<file path="src/verilog/i2c_core_regs.svh">
// Offsets, field positions, reset values and timing of the two-wire interface
`ifndef I2C_CORE_REGS_SVH
`define I2C_CORE_REGS_SVH
// ==========================================
// Functional notes
// - Speed select bit picks standard or fast mode and survives disable.
// - Divider N gives SCL = clk/(2(N+2)) standard, clk/(3(N+2)) fast.
// - Disable keeps divider, both own-address registers and speed select.
// - Writing the data register as transmitter starts shifting that byte.
// - Receiver takes first byte once a status one read clears its flag; each next one after a buffer read.
// - 7-bit mode matches bits 7:1 of address low; bit 0 ignored.
// - Received address 01h is never answered.
// - 10-bit mode: address low gives bits 7:0, address high 2:1 gives 9:8.
// - Frequency range written only while disabled; it sets bus hold delays.
// - Address high resets to 40h; bits 5:3 and 0 read zero.
// - Matched flag rises on own address, or general call when enabled.
// - SCL held low while header, start, byte, matched or sent flags pend.
// ==========================================
// Register indices; byte address is four times the index
`define IDX_CTRL 8'h18
`define IDX_SR1 8'h19
`define IDX_SR2 8'h1A
`define IDX_CCR 8'h1B
`define IDX_OWN_STATION_ID_LOW 8'h1C
`define IDX_OWN_STATION_ID_HIGH 8'h1D
`define IDX_DBUF 8'h1E
`define IDX_IST 8'h20
`define IDX_IMK 8'h21
`define IDX_MODE 8'h22
// ==========================================
// Field positions
`define CT_ON 5
`define CT_GCE 4
`define CT_START 3
`define CT_ACK 2
`define CT_STOP 1
`define CT_IE 0
`define CD_FAST 7
// ==========================================
// Reset values and masks
`define RST_ZERO 8'h00
`define RST_OWN_STATION_ID_HIGH 8'h40
`define OWN_STATION_ID_HIGH_KEEP 8'hC6
// ==========================================
// Timing
`define CLK_NS 50
`define HOLD_FR0_NS 300
`define HOLD_FR1_NS 200
`define HOLD_FR0_CYC ((`HOLD_FR0_NS + `CLK_NS - 1) / `CLK_NS)
`define HOLD_FR1_CYC ((`HOLD_FR1_NS + `CLK_NS - 1) / `CLK_NS)
`endif

</file>
<file path="src/verilog/i2c_core_pkg.sv">
// Types shared by the two-wire interface modules
package i2c_core_pkg;
  typedef logic [31:0] word_t;
  typedef enum logic [2:0] {
    PH_IDLE = 3'b000,
    PH_START = 3'b001,
    PH_RX = 3'b010,
    PH_TX = 3'b011,
    PH_ACK = 3'b100,
    PH_HOLD = 3'b101,
    PH_STOP = 3'b110
  } phase_t;
  typedef enum logic [1:0] {
    CTX_ADDR = 2'b00,
    CTX_TX = 2'b01,
    CTX_RX = 2'b10
  } ctx_t;
  typedef struct packed {
    logic [7:0] ctrl, clock_divider_control, own_station_id_low, own_station_id_high, dbuf, sh, rdata;
    logic [2:0] ist, imk;
    logic mode10, wreq, irq;
    logic sb, long_header_sent_flag, tra, busy, byte_finished_flag, station_matched_flag, ev6, msl, gcal;
    logic hdr, fin, isadr, drv;
    phase_t ph;
    ctx_t ctx;
    logic [3:0] bits, dly;
    logic scl_p, sda_p, sda_oe, scl_oe;
  } core_st_t;
  typedef struct packed {
    logic low;
    logic [8:0] cnt;
  } gen_st_t;
  typedef struct packed {
    logic [1:0] s1, s2;
  } sync_st_t;
endpackage

</file>
<file path="src/verilog/i2c_pin_sync.sv">
// Two-stage synchroniser for the SCL and SDA pin levels
`timescale 1ns/1ns
module i2c_pin_sync (
  input wire logic core_clk_in,
  input wire logic arst_n_in,
  input wire logic [1:0] pins_in,
  output logic [1:0] pins_out
);
  import i2c_core_pkg::*;
  sync_st_t st_r, st_nxt;
  // First stage feeds only the second
  always_comb begin
    st_nxt = st_r;
    st_nxt.s1 = pins_in;
    st_nxt.s2 = st_r.s1;
  end
  // Idle bus is high, so reset to ones
  always_ff @(posedge core_clk_in or negedge arst_n_in) begin
    if (!arst_n_in) st_r <= {2'b11, 2'b11};
    else st_r <= st_nxt;
  end
  assign pins_out = st_r.s2;
endmodule // i2c_pin_sync

</file>
<file path="src/verilog/i2c_scl_gen.sv">
// SCL generator: reloading counter with low and high phases
`timescale 1ns/1ns
module i2c_scl_gen (
  input wire logic core_clk_in,
  input wire logic arst_n_in,
  input wire logic run_in,
  input wire logic fast_in,
  input wire logic [6:0] div_in,
  input wire logic scl_bus_in,
  output logic scl_low_out
);
  import i2c_core_pkg::*;
  gen_st_t st_r, st_nxt;
  logic [8:0] n2, low_len;
  // ==========================================
  // Phase counter
  always_comb begin
    n2 = {2'b00, div_in} + 9'h002;
    low_len = fast_in ? {n2[7:0], 1'b0} : n2;
    st_nxt = st_r;
    if (!run_in) begin
      st_nxt.low = 1'b0;
      st_nxt.cnt = 9'h000;
    end else if (st_r.cnt == 9'h000) begin
      st_nxt.low = !st_r.low;
      st_nxt.cnt = st_r.low ? n2 - 9'h001 : low_len - 9'h001;
    end else if (st_r.low | scl_bus_in | (st_r.cnt + 9'h003 >= n2)) begin
      // High phase waits while another party stretches the clock
      // First three high cycles count blind: the pin sync hides the rise
      st_nxt.cnt = st_r.cnt - 9'h001;
    end
  end
  always_ff @(posedge core_clk_in or negedge arst_n_in) begin
    if (!arst_n_in) st_r <= '0;
    else st_r <= st_nxt;
  end
  assign scl_low_out = st_r.low;
  // ==========================================
  // Checks
  gen_low_len_a: assert property (
    @(posedge core_clk_in) disable iff (!arst_n_in)
    $rose(st_r.low) |-> st_r.cnt == low_len - 9'h001)
    else $error("SCL low phase length wrong");
  gen_high_len_a: assert property (
    @(posedge core_clk_in) disable iff (!arst_n_in)
    run_in && st_r.low && st_r.cnt == 9'h000 ##1 run_in |-> !st_r.low && st_r.cnt == n2 - 9'h001)
    else $error("SCL high phase length wrong");
endmodule // i2c_scl_gen

</file>
<file path="src/verilog/i2c_core.sv">
// Two-wire bus interface: registers, address match, byte engine
`timescale 1ns/1ns
`include "i2c_core_regs.svh"
module i2c_core (
  input wire logic core_clk_in,
  input wire logic arst_n_in,
  input wire logic [7:0] avs_address_in,
  input wire logic avs_read_in,
  input wire logic avs_write_in,
  input wire i2c_core_pkg::word_t avs_writedata_in,
  output i2c_core_pkg::word_t avs_readdata_out,
  output logic avs_waitrequest_out,
  output logic irq_out,
  input wire logic scl_in,
  output logic scl_out,
  output logic scl_oe_out,
  input wire logic sda_in,
  output logic sda_out,
  output logic sda_oe_out
);
  import i2c_core_pkg::*;
  core_st_t st_r, st_nxt;
  logic [1:0] pins_s, m;
  logic [7:0] wd;
  logic [3:0] hcyc;
  logic s_scl, s_sda, rise, fall, sta, sto, acc, racc, on, pend, run, gen_low;

  // ==========================================
  // Helpers
  function automatic logic is_at(input logic [7:0] a, input logic [7:0] i);
    return a == {i[5:0], 2'b00};
  endfunction

  // Returns {general call, own address hit}
  function automatic logic [1:0] match_fn(input logic [7:0] b, input logic [7:0] o1,
      input logic [7:0] o2, input logic m10, input logic hdr, input logic gce);
    logic gc, hit;
    gc = (b == 8'h00) & gce & !hdr;
    if (b == 8'h01) hit = 1'b0;
    else if (!m10) hit = b[7:1] == o1[7:1];
    else if (hdr) hit = b == o1;
    else hit = (b[7:3] == 5'h1E) & (b[2:1] == o2[2:1]) & !b[0];
    return {gc, hit};
  endfunction

  function automatic logic [7:0] read_fn(input core_st_t s, input logic [7:0] a);
    logic [7:0] v;
    v = 8'h00;
    if (is_at(a, `IDX_CTRL)) v = s.ctrl;
    if (is_at(a, `IDX_SR1)) begin
      v = {s.sb | s.long_header_sent_flag | s.byte_finished_flag | s.station_matched_flag | s.ev6, s.long_header_sent_flag, s.tra, s.busy,
           s.byte_finished_flag, s.station_matched_flag, s.msl, s.sb};
    end
    if (is_at(a, `IDX_SR2)) v = {7'h00, s.gcal};
    if (is_at(a, `IDX_CCR)) v = s.clock_divider_control;
    if (is_at(a, `IDX_OWN_STATION_ID_LOW)) v = s.own_station_id_low;
    if (is_at(a, `IDX_OWN_STATION_ID_HIGH)) v = s.own_station_id_high & `OWN_STATION_ID_HIGH_KEEP;
    if (is_at(a, `IDX_DBUF)) v = s.dbuf;
    if (is_at(a, `IDX_IST)) v = {5'h00, s.ist};
    if (is_at(a, `IDX_IMK)) v = {5'h00, s.imk};
    if (is_at(a, `IDX_MODE)) v = {7'h00, s.mode10};
    return v;
  endfunction

  // ==========================================
  // Pins and clock generator
  i2c_pin_sync u_sync (
    .core_clk_in(core_clk_in),
    .arst_n_in(arst_n_in),
    .pins_in({scl_in, sda_in}),
    .pins_out(pins_s)
  );

  // Clock runs only while master and no flag stretches the bus
  assign run = st_r.msl & on & !pend & (st_r.ph != PH_HOLD);
  i2c_scl_gen u_gen (
    .core_clk_in(core_clk_in),
    .arst_n_in(arst_n_in),
    .run_in(run),
    .fast_in(st_r.clock_divider_control[`CD_FAST]),
    .div_in(st_r.clock_divider_control[6:0]),
    .scl_bus_in(s_scl),
    .scl_low_out(gen_low)
  );

  assign s_scl = pins_s[1];
  assign s_sda = pins_s[0];
  assign rise = s_scl & !st_r.scl_p;
  assign fall = !s_scl & st_r.scl_p;
  assign sta = s_scl & st_r.scl_p & st_r.sda_p & !s_sda;
  assign sto = s_scl & st_r.scl_p & !st_r.sda_p & s_sda;
  assign on = st_r.ctrl[`CT_ON];
  assign pend = st_r.sb | st_r.long_header_sent_flag | st_r.byte_finished_flag | st_r.station_matched_flag | st_r.ev6;
  assign acc = (avs_read_in | avs_write_in) & !st_r.wreq;
  // Read clears act where data is captured, so no flag is lost unseen
  assign racc = avs_read_in & st_r.wreq;
  assign wd = avs_writedata_in[7:0];
  // Range code 00 needs the longer hold; other codes use the shorter
  assign hcyc = (st_r.own_station_id_high[7:6] == 2'b00) ? 4'(`HOLD_FR0_CYC) : 4'(`HOLD_FR1_CYC);
  assign m = match_fn(st_r.sh, st_r.own_station_id_low, st_r.own_station_id_high, st_r.mode10, st_r.hdr,
                      st_r.ctrl[`CT_GCE]);

  // ==========================================
  // Next state
  always_comb begin
    st_nxt = st_r;
    st_nxt.scl_p = s_scl;
    st_nxt.sda_p = s_sda;
    if (sta) st_nxt.busy = 1'b1;
    else if (sto) st_nxt.busy = 1'b0;

    // Bus slave: one wait cycle, then the access commits
    if ((avs_read_in | avs_write_in) & st_r.wreq) begin
      st_nxt.wreq = 1'b0;
      st_nxt.rdata = avs_read_in ? read_fn(st_r, avs_address_in) : 8'h00;
    end else begin
      st_nxt.wreq = 1'b1;
    end
    if (acc & avs_write_in) begin
      if (is_at(avs_address_in, `IDX_CTRL)) st_nxt.ctrl = {2'b00, wd[5:0]};
      if (is_at(avs_address_in, `IDX_CCR)) st_nxt.clock_divider_control = wd;
      if (is_at(avs_address_in, `IDX_OWN_STATION_ID_LOW)) st_nxt.own_station_id_low = wd;
      if (is_at(avs_address_in, `IDX_OWN_STATION_ID_HIGH)) begin
        // Range is frozen while enabled so delays never change mid-frame
        st_nxt.own_station_id_high = {on ? st_r.own_station_id_high[7:6] : wd[7:6], 3'b000, wd[2:1], 1'b0};
      end
      if (is_at(avs_address_in, `IDX_IST)) st_nxt.ist = st_r.ist & ~wd[2:0];
      if (is_at(avs_address_in, `IDX_IMK)) st_nxt.imk = wd[2:0];
      if (is_at(avs_address_in, `IDX_MODE)) st_nxt.mode10 = wd[0];
      if (is_at(avs_address_in, `IDX_DBUF)) begin
        st_nxt.dbuf = wd;
        st_nxt.sb = 1'b0;
        st_nxt.long_header_sent_flag = 1'b0;
        st_nxt.byte_finished_flag = 1'b0;
        if (st_r.ph == PH_HOLD && (st_r.msl | st_r.tra)) begin
          st_nxt.ph = PH_TX;
          st_nxt.ctx = CTX_TX;
          st_nxt.sh = wd;
          st_nxt.bits = 4'h0;
          st_nxt.dly = hcyc;
          st_nxt.isadr = st_r.sb | st_r.long_header_sent_flag;
        end
      end
    end
    if (racc) begin
      if (is_at(avs_address_in, `IDX_SR1)) begin
        st_nxt.station_matched_flag = 1'b0;
        st_nxt.ev6 = 1'b0;
      end
      if (is_at(avs_address_in, `IDX_DBUF) & !st_r.tra) st_nxt.byte_finished_flag = 1'b0;
    end

    // Byte engine
    unique case (st_r.ph)
      PH_IDLE: begin
        if (on & st_r.ctrl[`CT_START] & !st_r.busy) begin
          st_nxt.ph = PH_START;
          st_nxt.sda_oe = 1'b1;
          st_nxt.dly = hcyc;
        end else if (on & sta) begin
          st_nxt.ph = PH_RX;
          st_nxt.ctx = CTX_ADDR;
          st_nxt.bits = 4'h0;
          st_nxt.hdr = 1'b0;
        end
      end
      PH_START: begin
        if (st_r.dly > 4'h1) begin
          st_nxt.dly = st_r.dly - 4'h1;
        end else begin
          st_nxt.sb = 1'b1;
          st_nxt.msl = 1'b1;
          st_nxt.tra = 1'b0;
          st_nxt.hdr = 1'b0;
          st_nxt.ctrl[`CT_START] = 1'b0;
          st_nxt.ph = PH_HOLD;
        end
      end
      PH_RX: begin
        if (rise) begin
          st_nxt.sh = {st_r.sh[6:0], s_sda};
          st_nxt.bits = st_r.bits + 4'h1;
        end else if (fall && st_r.bits == 4'h8) begin
          st_nxt.bits = 4'h0;
          st_nxt.dly = hcyc;
          st_nxt.ph = PH_ACK;
          st_nxt.drv = st_r.ctrl[`CT_ACK];
          if (st_r.ctx == CTX_ADDR) begin
            st_nxt.fin = m[1] | (m[0] & !(st_r.mode10 & !st_r.hdr));
            st_nxt.hdr = st_r.mode10 & !st_r.hdr & m[0];
            st_nxt.gcal = st_r.gcal | m[1];
            if (m == 2'b00) begin
              st_nxt.ph = PH_IDLE;
              st_nxt.drv = 1'b0;
            end
          end
        end
      end
      PH_TX: begin
        if (st_r.dly != 4'h0) begin
          st_nxt.dly = st_r.dly - 4'h1;
          if (st_r.dly == 4'h1) st_nxt.sda_oe = !st_r.sh[7];
        end else if (fall) begin
          st_nxt.sh = {st_r.sh[6:0], 1'b0};
          st_nxt.bits = st_r.bits + 4'h1;
          st_nxt.dly = hcyc;
          if (st_r.bits == 4'h7) begin
            st_nxt.ph = PH_ACK;
            st_nxt.drv = 1'b0;
          end
        end
      end
      PH_ACK: begin
        if (st_r.dly != 4'h0) begin
          st_nxt.dly = st_r.dly - 4'h1;
          if (st_r.dly == 4'h1) st_nxt.sda_oe = st_r.drv;
        end else if (fall) begin
          st_nxt.sda_oe = 1'b0;
          st_nxt.ph = PH_HOLD;
          unique case (st_r.ctx)
            CTX_ADDR: begin
              if (st_r.fin) begin
                st_nxt.station_matched_flag = 1'b1;
                st_nxt.tra = st_r.mode10 ? 1'b0 : st_r.sh[0];
              end else begin
                st_nxt.ph = PH_RX;
              end
            end
            CTX_TX: begin
              if (st_r.isadr && !st_r.hdr && st_r.dbuf[7:3] == 5'h1E && !st_r.dbuf[0]) begin
                st_nxt.long_header_sent_flag = 1'b1;
                st_nxt.hdr = 1'b1;
                st_nxt.tra = 1'b1;
              end else if (st_r.isadr) begin
                st_nxt.ev6 = 1'b1;
                st_nxt.tra = st_r.hdr | !st_r.dbuf[0];
              end else begin
                st_nxt.byte_finished_flag = 1'b1;
                st_nxt.tra = 1'b1;
              end
            end
            CTX_RX: begin
              st_nxt.dbuf = st_r.sh;
              st_nxt.byte_finished_flag = 1'b1;
              st_nxt.tra = 1'b0;
            end
            default: st_nxt.ph = PH_IDLE;
          endcase
        end
      end
      PH_HOLD: begin
        if (st_nxt.ph == PH_HOLD && !pend) begin
          if (st_r.msl & st_r.ctrl[`CT_STOP]) begin
            st_nxt.ph = PH_STOP;
            st_nxt.sda_oe = 1'b1;
            st_nxt.dly = hcyc;
          end else if (!st_r.tra) begin
            st_nxt.ph = PH_RX;
            st_nxt.ctx = CTX_RX;
            st_nxt.bits = 4'h0;
          end
        end
      end
      PH_STOP: begin
        if (st_r.dly != 4'h0) begin
          st_nxt.dly = st_r.dly - 4'h1;
        end else if (s_scl) begin
          st_nxt.sda_oe = 1'b0;
          st_nxt.ctrl[`CT_STOP] = 1'b0;
        end
      end
      default: st_nxt.ph = PH_IDLE;
    endcase

    if (sto) begin
      st_nxt.gcal = 1'b0;
      st_nxt.tra = 1'b0;
      st_nxt.msl = 1'b0;
      st_nxt.hdr = 1'b0;
      st_nxt.sda_oe = 1'b0;
      st_nxt.ph = PH_IDLE;
    end

    // Events are sticky; a same-cycle clear loses to the set
    st_nxt.ist = st_nxt.ist | {st_nxt.sb & !st_r.sb, st_nxt.station_matched_flag & !st_r.station_matched_flag,
                               st_nxt.byte_finished_flag & !st_r.byte_finished_flag};

    // Disable drops bus state and the start, ack and IE control bits; divider and addresses stay
    if (!st_nxt.ctrl[`CT_ON]) begin
      st_nxt.sb = 1'b0;
      st_nxt.long_header_sent_flag = 1'b0;
      st_nxt.byte_finished_flag = 1'b0;
      st_nxt.station_matched_flag = 1'b0;
      st_nxt.ev6 = 1'b0;
      st_nxt.msl = 1'b0;
      st_nxt.tra = 1'b0;
      st_nxt.gcal = 1'b0;
      st_nxt.hdr = 1'b0;
      st_nxt.sda_oe = 1'b0;
      st_nxt.ph = PH_IDLE;
      st_nxt.ctrl[`CT_START] = 1'b0;
      st_nxt.ctrl[`CT_ACK] = 1'b0;
      st_nxt.ctrl[`CT_IE] = 1'b0;
    end

    // Stretch covers pending flags and a transmitter waiting for data
    st_nxt.scl_oe = st_nxt.ctrl[`CT_ON] & ((st_nxt.sb | st_nxt.long_header_sent_flag | st_nxt.byte_finished_flag
                    | st_nxt.station_matched_flag | st_nxt.ev6)
                    | st_nxt.ph == PH_HOLD
                    | (st_nxt.ph == PH_TX && st_nxt.bits == 4'h0 && st_nxt.dly != 4'h0)
                    | (st_nxt.ph == PH_STOP && st_nxt.dly != 4'h0)
                    | (st_r.msl & gen_low));
    st_nxt.irq = |(st_nxt.ist & st_nxt.imk);
  end

  always_ff @(posedge core_clk_in or negedge arst_n_in) begin
    if (!arst_n_in) begin
      st_r <= '0;
      st_r.own_station_id_high <= `RST_OWN_STATION_ID_HIGH;
      st_r.wreq <= 1'b1;
      st_r.scl_p <= 1'b1;
      st_r.sda_p <= 1'b1;
    end else begin
      st_r <= st_nxt;
    end
  end

  assign avs_readdata_out = {24'h000000, st_r.rdata};
  assign avs_waitrequest_out = st_r.wreq;
  assign irq_out = st_r.irq;
  assign scl_out = 1'b0;
  assign sda_out = 1'b0;
  assign scl_oe_out = st_r.scl_oe;
  assign sda_oe_out = st_r.sda_oe;

  // ==========================================
  // Checks
  hold_on_match_a: assert property (
    @(posedge core_clk_in) disable iff (!arst_n_in)
    st_r.ctrl[`CT_ON] && (st_r.station_matched_flag || st_r.byte_finished_flag || st_r.sb) |-> st_r.scl_oe)
    else $error("SCL not held while a flag pends");
  never_addr01_a: assert property (
    @(posedge core_clk_in) disable iff (!arst_n_in)
    $rose(st_r.station_matched_flag) |-> st_r.sh != 8'h01)
    else $error("Address 01h was answered");
  seven_bit_a: assert property (
    @(posedge core_clk_in) disable iff (!arst_n_in)
    $rose(st_r.station_matched_flag) && !st_r.mode10 && !st_r.gcal |-> st_r.sh[7:1] == st_r.own_station_id_low[7:1])
    else $error("7-bit match on wrong address");
  keep_on_off_a: assert property (
    @(posedge core_clk_in) disable iff (!arst_n_in)
    $fell(st_r.ctrl[`CT_ON]) |-> st_r.clock_divider_control == $past(st_r.clock_divider_control) && st_r.own_station_id_low == $past(st_r.own_station_id_low))
    else $error("Disable changed kept settings");
  tx_launch_a: assert property (
    @(posedge core_clk_in) disable iff (!arst_n_in)
    acc && avs_write_in && is_at(avs_address_in, `IDX_DBUF) && st_r.ph == PH_HOLD
    && st_r.tra && st_nxt.ctrl[`CT_ON] |=> st_r.ph == PH_TX ##[1:40] st_r.sda_oe == !st_r.sh[7])
    else $error("Buffer write did not launch a byte");
  rx_pace_a: assert property (
    @(posedge core_clk_in) disable iff (!arst_n_in)
    st_r.ph == PH_HOLD && st_r.byte_finished_flag && !st_r.tra && st_r.ctrl[`CT_ON] |=> st_r.ph == PH_HOLD)
    else $error("Next byte received before buffer read");
  range_frozen_a: assert property (
    @(posedge core_clk_in) disable iff (!arst_n_in)
    st_r.ctrl[`CT_ON] ##1 st_r.ctrl[`CT_ON] |-> st_r.own_station_id_high[7:6] == $past(st_r.own_station_id_high[7:6]))
    else $error("Range changed while enabled");
endmodule // i2c_core

</file>
<file path="config.mk">
export PLATFORM = sky130hd
export DESIGN_NAME = i2c_core
export DESIGN_NICKNAME = d
export VERILOG_FILES = /design/src/verilog/i2c_core_pkg.sv /design/src/verilog/i2c_pin_sync.sv /design/src/verilog/i2c_scl_gen.sv /design/src/verilog/i2c_core.sv
export VERILOG_INCLUDE_DIRS = /design/src /design/src/verilog
export SDC_FILE = /design/constraint.sdc
export NUM_CORES = 1
export LEC_CHECK = 0
export BUFFER_PORTS_ARGS = -buffer_cell sky130_fd_sc_hd__buf_4
export CAP_MARGIN = 10
export CELL_PAD_IN_SITES_DETAIL_PLACEMENT = 1
export CELL_PAD_IN_SITES_GLOBAL_PLACEMENT = 1
export CORE_MARGIN = 10
export CORE_UTILIZATION = 49
export DETAILED_ROUTE_END_ITERATION = 6
export PLACE_DENSITY = 0.88
export SKIP_CTS_REPAIR_TIMING = 1
export SLEW_MARGIN = 20
export SYNTH_ARGS = -nofsm -noshare
export SYNTH_HDL_FRONTEND = slang
export SYNTH_SLANG_ARGS = --single-unit
</file>
<file path="constraint.sdc">
create_clock -name core_clk_in -period 4.2 [get_ports core_clk_in]
set_input_delay 0.63 -clock core_clk_in [delete_from_list [all_inputs] [get_ports core_clk_in]]
set_output_delay 0.63 -clock core_clk_in [all_outputs]
set_load 0.02 [all_outputs]
</file>
==> metrics, run 1 <==
status=finished clean; Critical Path Fanout Max=11; Netlist Area Pre-Place=approximately 0.007 sq mm; GRT Util Overall=0.228; main flop type after synthesis=dfrtp_1; YS warnings=0; first-pass GRT wire length=~36000 microns; Final Hold Fails=0; Port Buf Inserts=33; root buf cell=clkbuf_16; WL/cell=23.0 microns; Filler Cell Count=1684; distinct cell type count after synthesis=84; dpl cell area=about 0.0072 sq mm; most frequent cells in the layout=dfrtp_1 (95), nand2_1 (85), nor2_1 (63), buf_4 (49), o21ai_0 (43); Psw=roughly 0.55 mW; Slew HR=0.552; VDD IR-drop max=between 0.15 and 0.2 mV; Period Utilization, post-route=0.775; Final HPWL DP=about 17000 microns; slowest stage delay, CP=roughly 590 ps; CP Buf/Inv Count=1; Hold WC Path Type=in2async; nets=863; slew at the pin with the worst max-slew slack=~670 ps; f_max=slightly above 300 MHz; final setup vio count=0; commonest non-fill, non-tap cell in the layout=dfrtp_1; CTS tree=done; crit-path leading delay family=simple AND/OR/NAND/NOR gates; routability cong.=between 0.9 and 1; switching share of power=0.262; Worst-path clk slew=70 ps; chip width=roughly 140 microns; FP Rows=43; Final Max Tran Viols=0; H-tree depth=3; routed vias/inst=6.36; RSZ-0062 raised after global routing=no; DRT iter0 DRCs=540; Clk Latency, worst-skew pair=about 360 ps; register bit count reported by yosys=103; core area=0.0139 sq mm; crit path launch type=flop; I/O Pins=84; # Max-Cap Violations=0; power share of the combinational group=0.084; Worst Skew=between 10 and 15 ps; number of synthesized flops with an enable pin=0; Critical Path AT=between 3000 and 4000 ps; ys async rst share=1.00; die area=just under 0.02 sq mm; Crit-path slowest cell=or3b_1; largest net degree at the start of global routing=47; number of global-route vias before repair=about 6600; GR Overflow Total=0; Mapped Cells=about 800; Synth area leaders=dfrtp_1 (34%), mux2_2 (5.7%), nand2_1 (4.6%); Pint=approximately 1.6 mW; WL final=approximately 23000 microns; worst path cell trace=inv_1 -> ha_1 -> or3b_1 -> nor4_2 -> nand2_1 -> nor2_1 -> a21oi_1 -> o2bb2a_1 -> a211oi_2 -> o32ai_2; DRT antenna net count=0; antenna cell count=0; CTS sink cnt=between 100 and 150; crit path time final=between 3000 and 4000 ps; power share of the sequential group=0.490; first drt pass iteration count=5; Leak Pwr=between 3 and 4 nW; Setup crit end kind=flop; top cell type's share of synthesized area=0.341; Req. time, crit path=about 4400 ps; DRC Markers=0; Initial Utilization=0.500; critical path class=reg2reg; initial antenna violation count=0; register area share after synthesis=0.371; Die Ht=about 140 microns; Synth area leader=dfrtp_1; Final TNS setup=0 ps; syn avg cell area=just under 9 sq um; Power Density=approximately 280 mW/mm^2; share of layout cells above drive strength 1=0.158; total CTS buffers=9; via count=roughly 6200; Util after Layout=0.541; area grow syn2layout=8.26%; clock buffer depth=2; clock power share=0.426; Post-Layout Inst Area=between 0.007 and 0.008 sq mm
[routing by layer]
layer  GRT usage  vias to the layer above  part of all wire
met3      0.0432                       61             0.073
met1       0.288                     3117              0.42
met2       0.364                      272              0.47
met4       0.117                        0             0.041
li1            -                     2797                 -
met5           0                        -                 0
[final timing paths]
check | to | cells after the start | start | slack [ps]
max | scl_oe_out$_DFF_PN0_ | 10 | st_r[4]$_DFF_PN0_ | 940
min | st_r[6]$_DFF_PN0_ | 1 | arst_n_in | 260
max reg2reg | scl_oe_out$_DFF_PN0_ | 10 | st_r[4]$_DFF_PN0_ | 940
min reg2reg | u_sync.pins_out[0]$_DFF_PN1_ | 0 | u_sync.st_nxt[0]$_DFF_PN1_ | 360
max in group asynchronous | st_r[69]$_DFFE_PN1P_ | 2 | arst_n_in | 3050
min in group core_clk_in | u_sync.pins_out[0]$_DFF_PN1_ | 0 | u_sync.st_nxt[0]$_DFF_PN1_ | 360
[metrics by stage]
| step | hold WS, ps | setup slack, ps | std cells | power (mW) |
|---|---|---|---|---|
| CTS | 304 | 1020 | 982 | 2.12 |
| global placement | 347 | 903 | 966 | 1.22 |
| floorplan | 334 | 1530 | 807 | 1.16 |
| global route | 311 | 751 | 982 | 2.17 |
| detailed placement | 347 | 793 | 966 | 1.23 |
| finish | 263 | 945 | 982 | 2.11 |
[sequential cells by signal, indices dropped and copies added, names as in the netlist]
signal,cells
st_r,76
u_gen.st_r,9
on,1
u_sync.st_nxt,2
u_gen.scl_low_out,1
u_sync.pins_out,2
avs_waitrequest_out,1
avs_readdata_out,8
sda_oe_out,1
scl_oe_out,1
irq_out,1
[synthesized netlist by cell type, drive strengths merged (16+ instances only)]
cell type and count:
nand2 85, clkbuf 23, nor3 25, inv 25, nand3 34, dfrtp 95, o21ai 47, ha 20
a21oi 44, mux2i 23, nor2 64, mux2 36, buf 47, a31oi 16
[worst register-to-register path, cell delays in order (launching register included)]
cell and delay (ps):
dfrtp_1 440, inv_1 110, ha_1 340, or3b_1 600, nor4_2 580, nand2_1 180, nor2_1 120, a21oi_1 50
o2bb2a_1 390, a211oi_2 200, o32ai_2 120
[power by group through the flow]
stage / sequential (mW) / combinational [mW] / clock [mW]
2_1_floorplan: 1.05 / 0.112 / 0
3_3_place_gp: 1.05 / 0.167 / 0
3_5_place_dp: 1.05 / 0.174 / 0
4_1_cts: 1.03 / 0.176 / 0.912
5_1_grt: 1.03 / 0.193 / 0.944
6_report: 1.03 / 0.176 / 0.899
[cell families after synthesis]
| logic type | count (synthesis) | share of synthesized area |
|---|---|---|
| flip-flops | 103 | 0.371 |
| XOR/XNOR | 25 | 0.0314 |
| AND/OR/NAND/NOR | 299 | 0.224 |
| adder cells (fa/ha/maj) | 20 | 0.0359 |
| AO/OA/AOI/OAI | 179 | 0.170 |
| multiplexers | 59 | 0.0912 |
| buffers and inverters | 96 | 0.0752 |
| other | 1 | 0.000538 |
[final cells by class]
| cell class | instances | area, sq um | share of cell area |
|---|---|---|---|
| multi-input combinational | 608 | 3950 | 0.524 |
| timing repair buffer | 49 | 368 | 0.0488 |
| clock inverter | 6 | 76.3 | 0.0101 |
| clock buffer | 10 | 239 | 0.0317 |
| sequential | 103 | 2590 | 0.343 |
| tap | 180 | 225 | 0.0299 |
| inverter | 26 | 97.6 | 0.0129 |
No activity file was read; power rests on OpenSTA's default activity.
==> inputs of run 2 (changes only) <==
--- a/config.mk
+++ b/config.mk
@@ -11,9 +11,9 @@
 export CELL_PAD_IN_SITES_DETAIL_PLACEMENT = 1
 export CELL_PAD_IN_SITES_GLOBAL_PLACEMENT = 1
 export CORE_MARGIN = 10
-export CORE_UTILIZATION = 49
+export CORE_UTILIZATION = 41
 export DETAILED_ROUTE_END_ITERATION = 6
-export PLACE_DENSITY = 0.88
+export PLACE_DENSITY = 0.78
 export SKIP_CTS_REPAIR_TIMING = 1
 export SLEW_MARGIN = 20
 export SYNTH_ARGS = -nofsm -noshare
==> constraint.sdc (replaced) <==
create_clock -name core_clk_in -period 2.65 [get_ports core_clk_in]
set_input_delay 0.3975 -clock core_clk_in [delete_from_list [all_inputs] [get_ports core_clk_in]]
set_output_delay 0.3975 -clock core_clk_in [all_outputs]
set_load 0.02 [all_outputs]
==> run 2 against run 1 <==
Setup slack got worse by 960 ps. The flow now finishes with violations (setup timing). Design area rose by 15%. Clock power rose by 45%. Critical endpoint is now u_gen.st_r[6]$_DFFE_PN0P_.
==> metrics, run 2 (synthesis gave the netlist of run 1 again) <==
status=finished with violations; failing checks=setup timing; Final HPWL DP=18800 microns (+9.9%); crit-path leading delay family=compound AO/OA/AOI/OAI gates; antenna cell count=0 (unchanged); I/O Pins=84 (unchanged); slew at the pin with the worst max-slew slack=642 ps (-24.0 ps); Worst Hold Depth=1; Biggest register=st_r; # Max-Cap Violations=0 (unchanged); routed vias/inst=6.00 (-5.7%); Period Utilization, post-route=1.01 (+0.230); CTS sink cnt=103 (unchanged); VDD IR-drop max=0.337 mV (+120%); number of global-route vias before repair=7015 (+6.4%); H-tree depth=3 (unchanged); Die Ht=150 microns (+8.0%); crit path time final=2660 ps (-591 ps); CTS tree=done; RR Startpoint=u_gen.st_r[1]$_DFFE_PN0P_; total CTS buffers=9 (unchanged); Setup WS post-layout=-14.6 ps (-959 ps); GR Overflow Total=0 (unchanged); routability cong.=0.993 (+7.1%); r2r worst-path depth=12 (+2); Filler Cell Count=1936 (+15%); max FFs per register=76 (unchanged); DRT antenna net count=0 (unchanged); Util after Layout=0.522 (-0.0191); Worst-path clk slew=70 ps (about the same); initial antenna violation count=0 (unchanged); Worst Skew=14.8 ps (+3.54 ps); Slew HR=0.569 (+0.0172); register area=0.00259 sq mm (+0.19%); Port Buf Inserts=33 (unchanged); nets=975 (+13%); critical path class=reg2reg; Final Hold Fails=0 (unchanged); WL/cell=22.6 microns (-2.1%); Power Density=376 mW/mm^2 (+34%); final setup vio count=3 (+3); first drt pass iteration count=5 (unchanged); R2R Setup Slk=-10 ps (-960 ps); core area=0.0166 sq mm (+19%); slowest stage delay, CP=370 ps (-220 ps); first-pass GRT wire length=38300 microns (+6.5%); Leak Pwr=3.93 nW (+18%); Post-Layout Inst Area=0.00869 sq mm (+15%); Crit-path slowest cell=dfrtp_1; Hold WC Path Type=in2reg; hold-critical path endpoint=u_sync.st_nxt[1]$_DFF_PN1_; Hold Startpoint=scl_in; root buf cell=clkbuf_16; Clk Latency, worst-skew pair=370 ps (about the same); Setup crit end kind=flop; CP Buf/Inv Count=3 (+2); Critical R2R Capture=u_gen.st_r[6]$_DFFE_PN0P_; Req. time, crit path=2890 ps (-1520 ps); Final Max Tran Viols=0 (unchanged); RSZ-0062 raised after global routing=yes; f_max=375 MHz (+22%); Initial Utilization=0.419 (-0.0814); die area=0.0226 sq mm (+17%); DRC Markers=0 (unchanged); largest net degree at the start of global routing=82 (+74%); FP Rows=47 (+9.3%); area grow syn2layout=24.7%; commonest non-fill, non-tap cell in the layout=buf_4; chip width=150 microns (+8.0%); via count=6800 (+8.9%); worst path cell trace=inv_2 -> ha_4 -> buf_4 -> xnor2_1 -> ha_1 -> o21a_1 -> o21ai_2 -> a21oi_2 -> nor3_2 -> o2111a_2 -> buf_6 -> mux2_4; Critical Path Fanout Max=5 (-6); Critical Path AT=2910 ps (-560 ps); area of the multi-input gates=0.00422 sq mm (+6.7%); WL final=25600 microns (+13%); crit path launch type=flop; share of layout cells above drive strength 1=0.302 (+0.144); GRT Util Overall=0.214 (-0.0139); DRT iter0 DRCs=549 (+1.7%); most frequent cells in the layout=buf_4 (156), dfrtp_1 (91), nand2_1 (85), nor2_1 (62); Power Total=3.26 mW (+55%); pre-CTS setup slack=-176 ps (-970 ps); dpl cell area=0.00801 sq mm (+11%); clock buffer depth=2 (unchanged)
## run 2: cell types whose count changed in the layout (fill, tap and decap cells not counted), sizes merged
cell,delta
bufinv,-1
clkinvlp,+1
dlygate4sd3,+1
inv,-1
buf,+111
clkbuf,+1
## run 2: worst max-delay path by stage
stage	start	end	slack, ps	depth (start not counted)
3_3_place_gp	st_r[4]$_DFF_PN0_	scl_oe_out$_DFF_PN0_	-120	12
3_5_place_dp	u_gen.st_r[0]$_DFFE_PN0P_	u_gen.st_r[8]$_DFFE_PN0P_	-180	12
4_1_cts	u_gen.st_r[0]$_DFFE_PN0P_	u_gen.st_r[8]$_DFFE_PN0P_	-200	12
5_1_grt	u_gen.scl_low_out$_DFFE_PN0P_	u_gen.st_r[7]$_DFFE_PN0P_	-110	8
2_1_floorplan	u_gen.st_r[0]$_DFFE_PN0P_	u_gen.st_r[8]$_DFFE_PN0P_	50	13
6_report	u_gen.st_r[1]$_DFFE_PN0P_	u_gen.st_r[6]$_DFFE_PN0P_	-10	12
## run 2: report_power, final
part | internal (mW) | total (mW) | switching, mW
Combinational | 0.117 | 0.329 | 0.212
Clock | 0.649 | 1.30 | 0.652
Sequential | 1.60 | 1.63 | 0.0303
## run 2: routing by layer
metal | GRT usage | vias up | wire (microns)
met5 | 0 | - | 0
met4 | 0.0641 | 0 | 647
met3 | 0.0351 | 50 | 1540
met2 | 0.364 | 234 | 12600
met1 | 0.273 | 3497 | 10800
li1 | - | 3019 | -
## run 2: through the flow
stage	cells	hold WS, ps	setup TNS [ps]
2_1_floorplan	807	102	0
3_3_place_gp	1102	320	-559
3_5_place_dp	1102	332	-1340
4_1_cts	1118	-59.5	-1610
5_1_grt	1134	135	-909
6_report	1134	146	-25.6
## run 2: final cells by class
cell class                      count  area share
Multi-Input combinational cell    608       0.485
Sequential cell                   103       0.298
Timing Repair Buffer              161       0.142
Tap cell                          220      0.0317
Clock buffer                       11      0.0268
Inverter                           26      0.0112
Clock inverter                      5     0.00504
## run 2: worst reg2reg max path, cell delays in order, from the launching register on
cell      delay [ps]
dfrtp_1          370
inv_2             70
ha_4             170
buf_4            140
xnor2_1          120
ha_1             330
o21a_1           140
o21ai_2          170
a21oi_2           80
nor3_2           210
o2111a_2         280
buf_6            150
mux2_4           310
==> inputs of run 3 (changes only) <==
--- a/config.mk
+++ b/config.mk
@@ -10,10 +10,11 @@
 export CAP_MARGIN = 10
 export CELL_PAD_IN_SITES_DETAIL_PLACEMENT = 1
 export CELL_PAD_IN_SITES_GLOBAL_PLACEMENT = 1
+export CORE_ASPECT_RATIO = 1.2
 export CORE_MARGIN = 10
 export CORE_UTILIZATION = 41
 export DETAILED_ROUTE_END_ITERATION = 6
-export PLACE_DENSITY = 0.78
+export PLACE_DENSITY_LB_ADDON = 0.1
 export SKIP_CTS_REPAIR_TIMING = 1
 export SLEW_MARGIN = 20
 export SYNTH_ARGS = -nofsm -noshare
==> run 3 against run 2 <==
The run now ends clean. Sequential power is essentially flat. Cell count up 0.53%. Non-clock buffer count increased by 10. Design area is 0.88% higher. Wire length rose by 1.5%. Clock skew grew 1.1 ps. Maximum frequency grew 2.1%. Sequential share of layout area shrank 0.25 points. Global-route usage rose by 0.78 points. Critical path depth is the same. Critical endpoint unchanged.
==> metrics, run 3 (synthesis gave the netlist of run 1 again) <==
status=finished clean; Initial Utilization=0.415 (-0.00359); largest net degree at the start of global routing=52 (-37%); Final TNS setup=0 ps (+25.6 ps); met1 wire length=9920 microns (-8.3%); Filler Cell Count=1983 (+2.4%); Critical Path Fanout Max=5 (unchanged); DR WL met2=13900 microns (+11%); Critical R2R Capture=u_gen.st_r[6]$_DFFE_PN0P_; Final Hold Fails=0 (unchanged); Hold WC Path Type=in2async; routed vias/inst=5.76 (-3.9%); RR Startpoint=u_gen.st_r[1]$_DFFE_PN0P_; Final HPWL DP=20400 microns (+8.2%); area grow syn2layout=25.8%; max layer used=met4; R2R Setup Slk=40 ps (+60 ps); Post-Layout Inst Area=0.00877 sq mm (+0.88%); crit path time final=2610 ps (-55.6 ps); first-pass GRT wire length=40100 microns (+4.5%); Setup crit end kind=flop; via count=6566 (-3.4%); Worst Skew=16.0 ps (+1.14 ps); Worst-path clk slew=90 ps (+20 ps); critical path class=reg2reg; total CTS buffers=9 (unchanged); first drt pass iteration count=7 (+2); commonest non-fill, non-tap cell in the layout=buf_4; non-filler cells, final=1140 (+0.53%); Final Max Tran Viols=0 (unchanged); DRT antenna net count=0 (unchanged); root buf cell=clkbuf_16; CTS tree=done; FP Rows=52 (+11%); max FFs per register=76 (unchanged); Period Utilization, post-route=0.985 (-0.0210); DRC Markers=0 (unchanged); dpl cells=1116 (+1.3%); most frequent cells in the layout=buf_4 (167), dfrtp_1 (90), nand2_1 (82), nor2_1 (62), a21oi_1 (40); VDD IR-drop max=0.303 mV (-10%); r2r worst-path depth=12 (unchanged); final setup vio count=0 (-3); # Max-Cap Violations=0 (unchanged); initial antenna violation count=0 (unchanged); RSZ-0062 raised after global routing=yes; share of layout cells above drive strength 1=0.325 (+0.0227); crit path launch type=flop; Slew HR=0.510 (-0.0594); Req. time, crit path=2900 ps (about the same); Leak Pwr=3.98 nW (+1.2%); DRT iter0 DRCs=412 (-25%); f_max=383 MHz (+2.1%); number of global-route vias before repair=7075 (+0.86%); routability cong.=0.905 (-8.8%); I/O Pins=84 (unchanged); WL/cell=22.8 microns (+0.94%); Port Buf Inserts=33 (unchanged); chip width=139 microns (-7.6%); nets=985 (+1.0%); Biggest register=st_r; dpl cell area=0.00814 sq mm (+1.6%); met3 routed WL=896 microns (-42%); Die Ht=163 microns (+8.3%); H-tree depth=3 (unchanged); Critical Path AT=2860 ps (-50 ps); Clk Latency, worst-skew pair=370 ps (about the same); GRT Util Overall=0.222 (+0.00784); antenna cell count=0 (unchanged); WL final=26000 microns (+1.5%); clock buffer depth=2 (unchanged); die area=0.0226 sq mm (about the same); CTS sink cnt=103 (unchanged); GR Overflow Total=0 (unchanged); core area=0.0168 sq mm (+0.86%); slew at the pin with the worst max-slew slack=735 ps (+93.4 ps); Power Density=377 mW/mm^2 (+0.45%); Min Hold Slack=81.9 ps (-63.7 ps); Util after Layout=0.522 (about the same)
run 3: changes by cell type in the layout (fill, tap and decap cells not counted), moves of 2 or more:
cell / before / now
inv_1: 22 / 20
nand2_1: 85 / 82
o31ai_1: 6 / 4
inv_2: 3 / 5
mux2_4: 8 / 0
mux2_2: 27 / 35
clkbuf_1: 2 / 0
o31ai_2: 1 / 3
o21ai_1: 5 / 7
buf_4: 156 / 167
o21ai_0: 40 / 38
inv_6: 0 / 2
nand2_2: 0 / 3
run 3: cell type report:
| class | instances | area [sq um] | area share |
|---|---|---|---|
| timing repair buffer | 171 | 1310 | 0.149 |
| clock inverter | 7 | 63.8 | 0.00728 |
| tap | 216 | 270 | 0.0308 |
| multi-input combinational | 608 | 4210 | 0.480 |
| clock buffer | 9 | 225 | 0.0257 |
| inverter | 26 | 97.6 | 0.0111 |
| sequential | 103 | 2590 | 0.296 |
run 3: through the flow:
stage | power, mW | setup WS, ps
2_1_floorplan | 1.83 | 52.1
3_3_place_gp | 1.97 | -157
3_5_place_dp | 1.98 | -162
4_1_cts | 3.32 | -177
5_1_grt | 3.43 | -49.4
6_report | 3.31 | 41.0
run 3: how the worst max path moves through the flow:
stage	start	endpoint	slack, ps	cells past startpoint
3_3_place_gp	st_r[3]$_DFF_PN1_	scl_oe_out$_DFF_PN0_	-160	10
5_1_grt	u_gen.st_r[1]$_DFFE_PN0P_	u_gen.st_r[0]$_DFFE_PN0P_	-50	12
3_5_place_dp	st_r[3]$_DFF_PN1_	scl_oe_out$_DFF_PN0_	-160	11
4_1_cts	st_r[3]$_DFF_PN1_	scl_oe_out$_DFF_PN0_	-180	11
2_1_floorplan	u_gen.st_r[0]$_DFFE_PN0P_	u_gen.st_r[8]$_DFFE_PN0P_	50	13
6_report	u_gen.st_r[1]$_DFFE_PN0P_	u_gen.st_r[6]$_DFFE_PN0P_	40	12
run 3: power by group:
| part | internal [mW] | switching (mW) | leakage [nW] |
|---|---|---|---|
| clock network | 0.660 | 0.682 | 0.136 |
| logic | 0.117 | 0.217 | 2.56 |
| registers | 1.60 | 0.0286 | 1.28 |
run 3: layer usage:
layer | GRT usage | vias up
met5 | 0 | -
met4 | 0.127 | 0
met3 | 0.0295 | 64
met2 | 0.411 | 161
met1 | 0.238 | 3299
li1 | - | 3042
run 3: critical path, stage by stage, from the launching register on:
cell      delay [ps]
dfrtp_1          380
inv_2             60
ha_4             170
buf_4            150
xnor2_2          130
ha_1             320
o21a_1           120
o21ai_2          110
a21oi_1           80
nor3_1           220
o2111a_2         260
buf_6            140
mux2_2           330
